**src/inc/clk_synth_pkg.sv**
```systemverilog
// shared constants and types for the clock synthesizer control logic
package clk_synth_pkg;
	localparam logic [7:0] SLAVE_ADDR_BYTE = 8'hD2;
	localparam int CMD_BYTE_MODE_BIT = 7;
	localparam logic [2:0] CMD_BYTE_PREFIX = 3'h4;
	localparam int NUM_CFG_BYTES = 8;
	localparam logic [4:0] LAST_CFG_INDEX = 5'h07;
	localparam logic [7:0] BLOCK_BYTE_COUNT = 8'h08;
	localparam logic [7:0] CFG0_RESET = 8'h40;
	localparam logic [7:0] CFG1_RESET = 8'hFF;
	localparam logic [7:0] CFG2_RESET = 8'h00;
	localparam logic [7:0] CFG3_RESET = 8'hFF;
	localparam logic [7:0] CFG4_RESET = 8'h47;
	localparam logic [7:0] CFG5_RESET = 8'hDF;
	localparam logic [7:0] CFG6_RESET = 8'h03;
	// identity byte: arbitrary neutral value
	localparam logic [7:0] ID_BYTE_VALUE = 8'h11;
	localparam logic [4:0] IDX_STATUS = 5'h00;
	localparam logic [4:0] IDX_OUT_SEL = 5'h05;
	localparam int BIT_OUT_SEL_66_48 = 5;
	localparam logic [4:0] IDX_FREQ_CFG = 5'h06;
	localparam int BIT_ALT_DECODE = 5;
	localparam int BIT_SRC_RATE = 4;
	localparam logic [4:0] IDX_ID = 5'h07;
	localparam logic [7:0] BYTE0_WRITABLE = 8'hF0;
	localparam logic [3:0] BIT_CNT_LAST = 4'h7;
	localparam logic [2:0] CPU_100 = 3'h0;
	localparam logic [2:0] CPU_200 = 3'h1;
	localparam logic [2:0] CPU_133 = 3'h2;
	localparam logic [2:0] CPU_400 = 3'h3;
	localparam logic [2:0] CPU_266 = 3'h4;
	localparam logic [2:0] CPU_RESVD = 3'h7;
	typedef enum logic [1:0] {
		LVL_LOW = 2'h0,
		LVL_HIGH = 2'h1,
		LVL_MID = 2'h2
	} tri_level_t;
	typedef enum logic [6:0] {
		ST_IDLE = 7'h01,
		ST_ADDR = 7'h02,
		ST_CMD = 7'h04,
		ST_COUNT = 7'h08,
		ST_WDATA = 7'h10,
		ST_RDATA = 7'h20,
		ST_ACK = 7'h40
	} smb_state_t;
endpackage : clk_synth_pkg

```
**src/hw/pin_sync.sv**
```systemverilog
// two-flop synchroniser for a bundle of pin levels
`timescale 1ns/1ps
module pin_sync #(
	parameter int WIDTH = 1
) (
	input wire logic ref_clk_i,
	input wire logic rst_i,
	input wire logic [WIDTH-1:0] pin_i,
	output logic [WIDTH-1:0] sync_o
);
	typedef struct packed {
		logic [WIDTH-1:0] meta;
		logic [WIDTH-1:0] sync;
	} sync_state_t;
	sync_state_t s_q;
	sync_state_t s_d;
	always_comb begin
		s_d.meta = pin_i;
		s_d.sync = s_q.meta;
	end
	always_ff @(posedge ref_clk_i) begin
		if (rst_i) begin
			// reset to the idle high level, so no false low strobe or bus edge follows reset
			s_q <= '1;
		end else begin
			s_q <= s_d;
		end
	end
	assign sync_o = s_q.sync;
endmodule : pin_sync

```
**src/hw/freq_latch.sv**
```systemverilog
// one-shot strap latch for the frequency-select inputs
`timescale 1ns/1ps
module freq_latch
	import clk_synth_pkg::*;
(
	input wire logic ref_clk_i,
	input wire logic rst_i,
	input wire logic supply_good_strobe_n_i,
	input wire logic freq_select_first_i,
	input wire logic [1:0] freq_select_second_i,
	output logic latched_o,
	output logic test_mode_o,
	output logic [1:0] straps_o
);
	typedef struct packed {
		logic latched;
		logic test_mode;
		logic [1:0] straps;
	} latch_state_t;
	latch_state_t s_q;
	latch_state_t s_d;
	always_comb begin
		s_d = s_q;
		// capture once on the first low sample, later edges ignored; see RULE12 see RULE13
		if (!s_q.latched && !supply_good_strobe_n_i) begin
			s_d.latched = 1'b1;
			s_d.straps[0] = freq_select_first_i;
			s_d.straps[1] = (freq_select_second_i == LVL_HIGH);
			// mid level enters test mode, left only by reset; see RULE14 see RULE16
			s_d.test_mode = (freq_select_second_i == LVL_MID);
		end
	end
	always_ff @(posedge ref_clk_i) begin
		if (rst_i) begin
			s_q <= '0;
		end else begin
			s_q <= s_d;
		end
	end
	assign latched_o = s_q.latched;
	assign test_mode_o = s_q.test_mode;
	assign straps_o = s_q.straps;
endmodule : freq_latch

```
**src/hw/clock_synth_ctrl.sv**
```systemverilog
// two-wire slave, configuration bytes and frequency decode of the clock synthesizer
`timescale 1ns/1ps
//
// Summary of operation
// RULE1 - answer only address byte D2h, ignore other addresses
// RULE2 - command bit 7 picks block (0) or single byte (1) access
// RULE3 - low seven command bits give the byte offset; zero for block
// RULE4 - byte commands 100xxxxx use bits 4:0 as the byte index
// RULE5 - block transfers walk upward from index zero, MSB first, stop anywhere
// RULE6 - block write: ack address, command, count and every data byte
// RULE7 - block read: repeated start, read address, count then data bytes
// RULE8 - byte write: ack address, command and one data byte, then stop
// RULE9 - byte read: repeated start, read address, one indexed byte returned
// RULE10 - every configuration byte loads its default at reset
// RULE11 - host uses the serial port only at system start-up
// RULE12 - straps captured on the first low sample of the supply-good strobe
// RULE13 - without mid level the latch is one-shot, later changes ignored
// RULE14 - mid level on second select enters test clock mode
// RULE15 - in test mode first select picks divided reference or high impedance
// RULE16 - test mode exits only through reset with a valid second select
// RULE17 - normal decode: 00 100, 01 200, 10 133 MHz
// RULE18 - byte 6 bit 5 set doubles decode: 200, 400, 266 MHz
// RULE19 - byte 5 bit 5 selects 66 or 48 MHz on fifth fixed output
// RULE20 - byte 0 bits 1:0 read back the captured select levels
// RULE21 - byte 6 bit 5 resets to zero for normal decoding
// RULE22 - byte 6 bit 4 picks serial reference 100 or 200 MHz
// RULE23 - unimplemented offsets read zero, writes acknowledged and dropped
// RULE24 - a stop mid-byte returns to idle keeping completed bytes only
module clock_synth_ctrl
	import clk_synth_pkg::*;
(
	input wire logic ref_clk_i,
	input wire logic rst_i,
	input wire logic scl_i,
	input wire logic sda_i,
	output logic sda_o,
	output logic sda_oe_o,
	input wire logic supply_good_strobe_n_i,
	input wire logic freq_select_first_i,
	input wire logic [1:0] freq_select_second_i,
	output logic [2:0] cpu_rate_o,
	output logic serial_reference_clock_200_o,
	output logic fixed_rate_out_sel_66_48_o,
	output logic test_mode_o,
	output logic test_ref_div_o,
	output logic test_hi_z_o,
	output logic [7:0] byte1_o,
	output logic [7:0] byte2_o,
	output logic [7:0] byte3_o,
	output logic [7:0] byte4_o
);
	typedef struct packed {
		smb_state_t state;
		smb_state_t after_ack;
		logic [1:0] scl_hist;
		logic [1:0] sda_hist;
		logic [3:0] bit_cnt;
		logic [7:0] shift;
		logic is_read;
		logic byte_mode;
		logic [4:0] index;
		logic ack_from_master;
		logic sda_drive;
		logic [NUM_CFG_BYTES-1:0][7:0] cfg;
		logic [2:0] cpu_rate;
		logic src_200;
		logic sel_48;
		logic tmode;
		logic tdiv;
		logic thiz;
	} ctrl_state_t;
	ctrl_state_t s_q;
	ctrl_state_t s_d;
	logic [3:0] pins_sync;
	logic scl_s;
	logic sda_s;
	logic strobe_n_s;
	logic first_s;
	logic [1:0] second_s;
	logic latched;
	logic tmode_now;
	logic [1:0] straps;
	logic scl_rise;
	logic scl_fall;
	logic start_cond;
	logic stop_cond;
	logic [7:0] rd_byte;
	pin_sync #(.WIDTH(4)) u_bus_sync (
		.ref_clk_i(ref_clk_i),
		.rst_i(rst_i),
		.pin_i({scl_i, sda_i, supply_good_strobe_n_i, freq_select_first_i}),
		.sync_o(pins_sync)
	);
	pin_sync #(.WIDTH(2)) u_sel_sync (
		.ref_clk_i(ref_clk_i),
		.rst_i(rst_i),
		.pin_i(freq_select_second_i),
		.sync_o(second_s)
	);
	assign {scl_s, sda_s, strobe_n_s, first_s} = pins_sync;
	freq_latch u_latch (
		.ref_clk_i(ref_clk_i),
		.rst_i(rst_i),
		.supply_good_strobe_n_i(strobe_n_s),
		.freq_select_first_i(first_s),
		.freq_select_second_i(second_s),
		.latched_o(latched),
		.test_mode_o(tmode_now),
		.straps_o(straps)
	);
	// byte read-out; unimplemented offsets return zero
	function automatic logic [7:0] read_byte(input logic [4:0] idx, input ctrl_state_t st,
			input logic [1:0] fs);
		logic [7:0] v;
		v = 8'h00; // see RULE23
		if (idx == IDX_STATUS) begin
			v = {st.cfg[0][7:2], fs}; // see RULE20
		end else if (idx == IDX_ID) begin
			v = ID_BYTE_VALUE;
		end else if (idx < LAST_CFG_INDEX) begin
			v = st.cfg[idx[2:0]];
		end
		return v;
	endfunction : read_byte
	function automatic logic [2:0] cpu_decode(input logic [1:0] fs, input logic alt);
		logic [2:0] r;
		case (fs)
			2'b00: r = alt ? CPU_200 : CPU_100;
			2'b10: r = alt ? CPU_400 : CPU_200;
			2'b01: r = alt ? CPU_266 : CPU_133;
			default: r = CPU_RESVD;
		endcase
		return r;
	endfunction : cpu_decode
	assign rd_byte = read_byte(s_q.index, s_q, straps);
	assign scl_rise = (s_q.scl_hist == 2'b01);
	assign scl_fall = (s_q.scl_hist == 2'b10);
	assign start_cond = s_q.scl_hist[1] && scl_s && (s_q.sda_hist == 2'b10);
	assign stop_cond = s_q.scl_hist[1] && scl_s && (s_q.sda_hist == 2'b01);
	always_comb begin
		s_d = s_q;
		s_d.scl_hist = {s_q.scl_hist[0], scl_s};
		s_d.sda_hist = {s_q.sda_hist[0], sda_s};
		if (stop_cond) begin
			// partial byte is dropped, only completed bytes were stored; see RULE24
			s_d.state = ST_IDLE;
			s_d.sda_drive = 1'b0;
		end else if (start_cond) begin
			s_d.state = ST_ADDR; // repeated start too; see RULE7 see RULE9
			s_d.bit_cnt = 4'h0;
			s_d.sda_drive = 1'b0;
		end else if (scl_rise && s_q.state != ST_IDLE && s_q.state != ST_ACK
				&& s_q.state != ST_RDATA) begin
			// while sending, the shifter only moves on falling edges
			s_d.shift = {s_q.shift[6:0], s_q.sda_hist[0]}; // msb first; see RULE5
			s_d.bit_cnt = s_q.bit_cnt + 4'h1;
		end else if (scl_rise && s_q.state == ST_ACK) begin
			s_d.ack_from_master = !s_q.sda_hist[0];
		end else if (scl_fall) begin
			case (s_q.state)
				ST_ADDR, ST_CMD, ST_COUNT, ST_WDATA: begin
					if (s_q.bit_cnt == BIT_CNT_LAST + 4'h1) begin
						s_d.bit_cnt = 4'h0;
						s_d.state = ST_ACK;
						s_d.sda_drive = 1'b1;
						s_d.after_ack = ST_WDATA;
						if (s_q.state == ST_ADDR) begin
							// see RULE1
							if (s_q.shift[7:1] != SLAVE_ADDR_BYTE[7:1]) begin
								s_d.state = ST_IDLE;
								s_d.sda_drive = 1'b0;
							end
							s_d.is_read = s_q.shift[0];
							s_d.after_ack = s_q.shift[0] ? (s_q.byte_mode ? ST_RDATA : ST_COUNT)
								: ST_CMD;
						end else if (s_q.state == ST_CMD) begin
							s_d.byte_mode = s_q.shift[CMD_BYTE_MODE_BIT]; // see RULE2
							// byte index from bits 4:0, block starts at zero; see RULE3 see RULE4
							s_d.index = s_q.shift[CMD_BYTE_MODE_BIT] ? s_q.shift[4:0] : 5'h00;
							s_d.after_ack = s_q.shift[CMD_BYTE_MODE_BIT] ? ST_WDATA : ST_COUNT;
						end else if (s_q.state == ST_COUNT) begin
							s_d.after_ack = ST_WDATA; // count acked then data; see RULE6
						end else begin
							// store and ack the byte; see RULE6 see RULE8 see RULE23
							if (s_q.index == IDX_STATUS) begin
								s_d.cfg[0] = (s_q.cfg[0] & ~BYTE0_WRITABLE)
									| (s_q.shift & BYTE0_WRITABLE);
							end else if (s_q.index < LAST_CFG_INDEX) begin
								s_d.cfg[s_q.index[2:0]] = s_q.shift;
							end
							s_d.index = s_q.index + 5'h01; // see RULE5
						end
					end
				end
				ST_RDATA: begin
					if (s_q.bit_cnt == BIT_CNT_LAST + 4'h1) begin
						s_d.bit_cnt = 4'h0;
						s_d.state = ST_ACK;
						s_d.sda_drive = 1'b0;
						s_d.after_ack = ST_RDATA;
						s_d.index = s_q.index + 5'h01;
					end else begin
						s_d.shift = {s_q.shift[6:0], 1'b0};
						s_d.sda_drive = !s_q.shift[7];
						s_d.bit_cnt = s_q.bit_cnt + 4'h1;
					end
				end
				ST_ACK: begin
					s_d.state = s_q.after_ack;
					s_d.sda_drive = 1'b0;
					s_d.bit_cnt = 4'h0;
					if (s_q.is_read) begin
						if (s_q.after_ack == ST_COUNT) begin
							// block read: count first, then bytes from zero; see RULE7
							s_d.state = ST_RDATA;
							s_d.shift = {BLOCK_BYTE_COUNT[6:0], 1'b0};
							s_d.sda_drive = !BLOCK_BYTE_COUNT[7];
							s_d.bit_cnt = 4'h1;
							s_d.index = 5'h1F;
						end else if (s_q.sda_drive || s_q.ack_from_master) begin
							s_d.state = ST_RDATA; // see RULE9
							s_d.shift = {rd_byte[6:0], 1'b0};
							s_d.sda_drive = !rd_byte[7];
							s_d.bit_cnt = 4'h1;
						end else begin
							s_d.state = ST_IDLE;
						end
					end
				end
				default: begin
					s_d.state = s_q.state;
				end
			endcase
		end
		// strap-driven rate decode; see RULE17 see RULE18 see RULE21
		s_d.cpu_rate = cpu_decode(straps, s_q.cfg[IDX_FREQ_CFG[2:0]][BIT_ALT_DECODE]);
		s_d.src_200 = s_q.cfg[IDX_FREQ_CFG[2:0]][BIT_SRC_RATE]; // see RULE22
		s_d.sel_48 = s_q.cfg[IDX_OUT_SEL[2:0]][BIT_OUT_SEL_66_48]; // see RULE19
		s_d.tmode = tmode_now;
		// first select follows live in test mode, not the captured value; see RULE15
		s_d.tdiv = tmode_now && !first_s;
		s_d.thiz = tmode_now && first_s;
		if (!latched) begin
			s_d.cpu_rate = CPU_100;
		end
	end
	always_ff @(posedge ref_clk_i) begin
		if (rst_i) begin
			s_q.state <= ST_IDLE;
			s_q.after_ack <= ST_IDLE;
			s_q.scl_hist <= 2'b11;
			s_q.sda_hist <= 2'b11;
			s_q.bit_cnt <= 4'h0;
			s_q.shift <= 8'h00;
			s_q.is_read <= 1'b0;
			s_q.byte_mode <= 1'b0;
			s_q.index <= 5'h00;
			s_q.ack_from_master <= 1'b0;
			s_q.sda_drive <= 1'b0;
			// defaults make the part usable with no serial access; see RULE10
			s_q.cfg[0] <= CFG0_RESET;
			s_q.cfg[1] <= CFG1_RESET;
			s_q.cfg[2] <= CFG2_RESET;
			s_q.cfg[3] <= CFG3_RESET;
			s_q.cfg[4] <= CFG4_RESET;
			s_q.cfg[5] <= CFG5_RESET;
			s_q.cfg[6] <= CFG6_RESET;
			s_q.cfg[7] <= ID_BYTE_VALUE;
			s_q.cpu_rate <= CPU_100;
			s_q.src_200 <= 1'b0;
			s_q.sel_48 <= 1'b0;
			s_q.tmode <= 1'b0;
			s_q.tdiv <= 1'b0;
			s_q.thiz <= 1'b0;
		end else begin
			s_q <= s_d;
		end
	end
	// open drain: only ever pulls low
	assign sda_o = 1'b0;
	assign sda_oe_o = s_q.sda_drive;
	assign cpu_rate_o = s_q.cpu_rate;
	assign serial_reference_clock_200_o = s_q.src_200;
	assign fixed_rate_out_sel_66_48_o = s_q.sel_48;
	assign test_mode_o = s_q.tmode;
	assign test_ref_div_o = s_q.tdiv;
	assign test_hi_z_o = s_q.thiz;
	assign byte1_o = s_q.cfg[1];
	assign byte2_o = s_q.cfg[2];
	assign byte3_o = s_q.cfg[3];
	assign byte4_o = s_q.cfg[4];
endmodule : clock_synth_ctrl

```
**config.mk**
```make
export PLATFORM = sky130hd
export DESIGN_NAME = clock_synth_ctrl
export DESIGN_NICKNAME = d
export VERILOG_FILES = /design/src/inc/clk_synth_pkg.sv /design/src/hw/pin_sync.sv /design/src/hw/freq_latch.sv /design/src/hw/clock_synth_ctrl.sv
export SDC_FILE = /design/constraint.sdc
export NUM_CORES = 1
export LEC_CHECK = 0
export ABC_AREA = 1
export BUFFER_PORTS_ARGS = -buffer_cell sky130_fd_sc_hd__buf_2
export CAP_MARGIN = 20
export CORE_MARGIN = 1.5
export CORE_UTILIZATION = 32
export CTS_CLUSTER_SIZE = 16
export DETAILED_ROUTE_END_ITERATION = 12
export PLACE_DENSITY = 0.54
export SLEW_MARGIN = 10
export SYNTH_ARGS = -nofsm -noshare
export SYNTH_HDL_FRONTEND = slang
export SYNTH_SLANG_ARGS = --single-unit
```
**constraint.sdc**
```tcl
create_clock -name ref_clk_i -period 3.3 [get_ports ref_clk_i]
set_clock_uncertainty 0.2 [all_clocks]
set_input_delay 0.33 -clock ref_clk_i [delete_from_list [all_inputs] [get_ports ref_clk_i]]
set_output_delay 0.33 -clock ref_clk_i [all_outputs]
set_load 0.03 [all_outputs]
```
==> metrics.txt <==
outcome finished, final reports clean; critical path class register to register; DP HPWL ~13000 um; WL per Instance about 15 um; die width roughly 140 um; CP max stage delay between 0.4 and 0.5 ns; H-tree Lvls 4; CP endpoint kind register; crit path max fanout 14; die height between 100 and 150 um; Clock Tree Buf Depth 2; Yosys cell types 37; Gate Count Post-Synth 939; root buffer cell clkbuf_16; first-pass GRT wire length 29000 um; Largest delay share family, worst path simple AND/OR/NAND/NOR gates; Max Slew Vio Count 0; final setup TNS 0 ns; GRT Total Usage 0.185; Buffers on Ports 48; top cells by area, synth dfxtp_1 39%, nand2_1 14%, nor2_1 8.5%, inv_1 5.4%, buf_4 4.4%; CTS tree yes; pwr/cell area about 480 mW/mm2; total grt overflow 0; sequential area share after synthesis 0.393; Routed Antenna Nets 0; final wirelength between 15000 and 20000 um; largest net degree at the start of global routing 36; #FFs+latches synth roughly 130; Core Region 0.0195 mm2; hold crit path type primary input to register; Peak Freq between 300 and 400 MHz; Yosys Warn Count 0; drc violations 0; Max-slew headroom 0.614; Syn Area/Cell between 6 and 7 um2; Skew-Pair Late Insertion Delay 0.43 ns; Antenna diodes 0; row cnt 51; Clock Sink Count roughly 130; share of layout cells above drive strength 1 0.153; Vias about 5800; cts repair resizes 0; number of DRC markers in iteration 0 roughly 510; Critical Path RT 3.42 ns; mapped cell area 0.00637 mm2; Top Ports 50; routed vias/inst roughly 4.7; synthesis-to-layout area growth 13.7%; crit path launch type register; GPL Wtd Cong 0.883; final hold vios 0; Peak VDD IR around 0.00037 V; Synth area leader dfxtp_1; Num CTS Buffers 17; RSZ-0062 raised after global routing no; MaxCap Viol Count 0; die area slightly above 0.02 mm2; # setup viols final 0; fin crit period 2.74 ns; fin nets just under 1000; worst endpoint data arrival time approximately 2.9 ns; drt pass-1 iters 6; Pleak around 3.5 nW; Worst Tran Pin Value just under 0.6 ns; top cell type's share of synthesized area 0.393; Worst-path clk slew about 0.06 ns; slowest CP cell nand3_1; Starting Density 0.327; vias in the first global route 5347; WP buf/inv 1; Total Power roughly 3.5 mW; initial antenna violation count 0; CP Cell Sequence inv_1 > ha_1 > nand2_1 > nor2_2 > nand2_1 > nor2_4 > nand2_2 > nor2_4 > nand3_1 > nor2_1 > nor2_1; Post-Syn Nets 951; Final period util 0.829
==> worst paths after layout <==
path | start | endpoint | slack (ns) | depth (start not counted)
hold / removal | rst_i | s_q[99] | 0.06 | 2
hold reg to reg | u_bus_sync.s_d[2] | u_bus_sync.sync_o[2] | 0.21 | 1
setup / recovery | s_q[89] | register | 0.56 | 11
setup reg to reg | s_q[89] | register | 0.56 | 11
==> cell usage after synthesis (all sizes together) <==
master / n
a211oi: 3
a21boi: 1
a21oi: 50
a221oi: 1
buf: 49
clkbuf: 18
clkinv: 2
conb: 1
dfxtp: 125
ha: 4
inv: 101
nand2: 251
nand3: 46
nand4: 13
nor2: 160
nor3: 7
o211a: 1
o211ai: 30
o21ai: 53
o21bai: 1
or2: 18
xnor2: 1
xor2: 3
==> worst register-to-register path, stage by stage (launching register included) <==
cell	delay, ns
dfxtp_1	0.35
inv_1	0.09
ha_1	0.14
nand2_1	0.06
nor2_2	0.19
nand2_1	0.15
nor2_4	0.17
nand2_2	0.11
nor2_4	0.39
nand3_1	0.49
nor2_1	0.22
nor2_1	0.07
==> what timing repair did <==
| item | CTS | global route |
|---|---|---|
| endpoints found under the hold margin | 6 | 0 |
| setup buffers | 0 | 0 |
| hold buffers | 6 | 0 |
==> per-layer routing <==
layer / routed length (um) / track usage / vias to the layer above
li1: - / - / 2965
met1: 8630 / 0.251 / 2602
met2: 7930 / 0.286 / 180
met3: 1090 / 0.0364 / 41
met4: 502 / 0.0811 / 0
met5: 0 / 0 / -
==> cell families after synthesis <==
| family | share of synthesized area |
|---|---|
| AND/OR/NAND/NOR | 0.335 |
| buffers and inverters | 0.127 |
| AO/OA/AOI/OAI | 0.131 |
| flip-flops | 0.393 |
| XOR/XNOR | 0.00550 |
| adder cells (fa/ha/maj) | 0.00786 |
| other | 0.000589 |
==> power by group <==
group	leakage [nW]	switching (mW)	total (mW)	internal, mW
clock	0.267	0.720	1.85	1.13
sequential	1.01	0.00744	1.53	1.52
combinational	2.22	0.0554	0.0821	0.0268
==> through the flow <==
step	utilization	cell area (um2)	setup slack (ns)	hold slack [ns]	cells
after floorplan	-	6370	0.736	0.189	939
after global placement	0.339	6600	0.661	0.192	1194
after detailed placement	0.339	6600	0.579	0.195	1194
after CTS	0.372	7240	0.555	0.0332	1231
after global routing	0.372	7240	0.229	0.0645	1231
final	0.372	7240	0.564	0.0600	1231
==> layout make-up <==
cell class,count,area [um2]
inverter,103,389
sequential,125,2500
clock buffer,18,439
timing repair buffer,63,380
clock inverter,13,141
tap,265,332
fill,2133,12200
multi-input combinational,644,3060
==> layout by cell type (no fill, tap or decap), types with 2 or more instances in the layout <==
cell,instances
nor2_1,145
inv_1,92
or2_2,18
ha_1,4
nor3_1,6
buf_4,8
nand2_4,2
buf_2,48
o211ai_2,8
inv_2,8
nand2_1,245
o21ai_0,52
clkinv_1,2
nand3_1,43
nand3_2,2
nor2_2,7
dfxtp_1,125
a21oi_1,50
xor2_1,3
bufinv_16,2
clkinvlp_4,6
nand2_2,4
nor2_4,8
clkinv_2,2
clkbuf_16,17
dlygate4sd3_1,6
o211ai_1,22
nand4_1,13
inv_6,2
a211oi_1,3
Note: power is estimated with default switching activity, not from simulation.
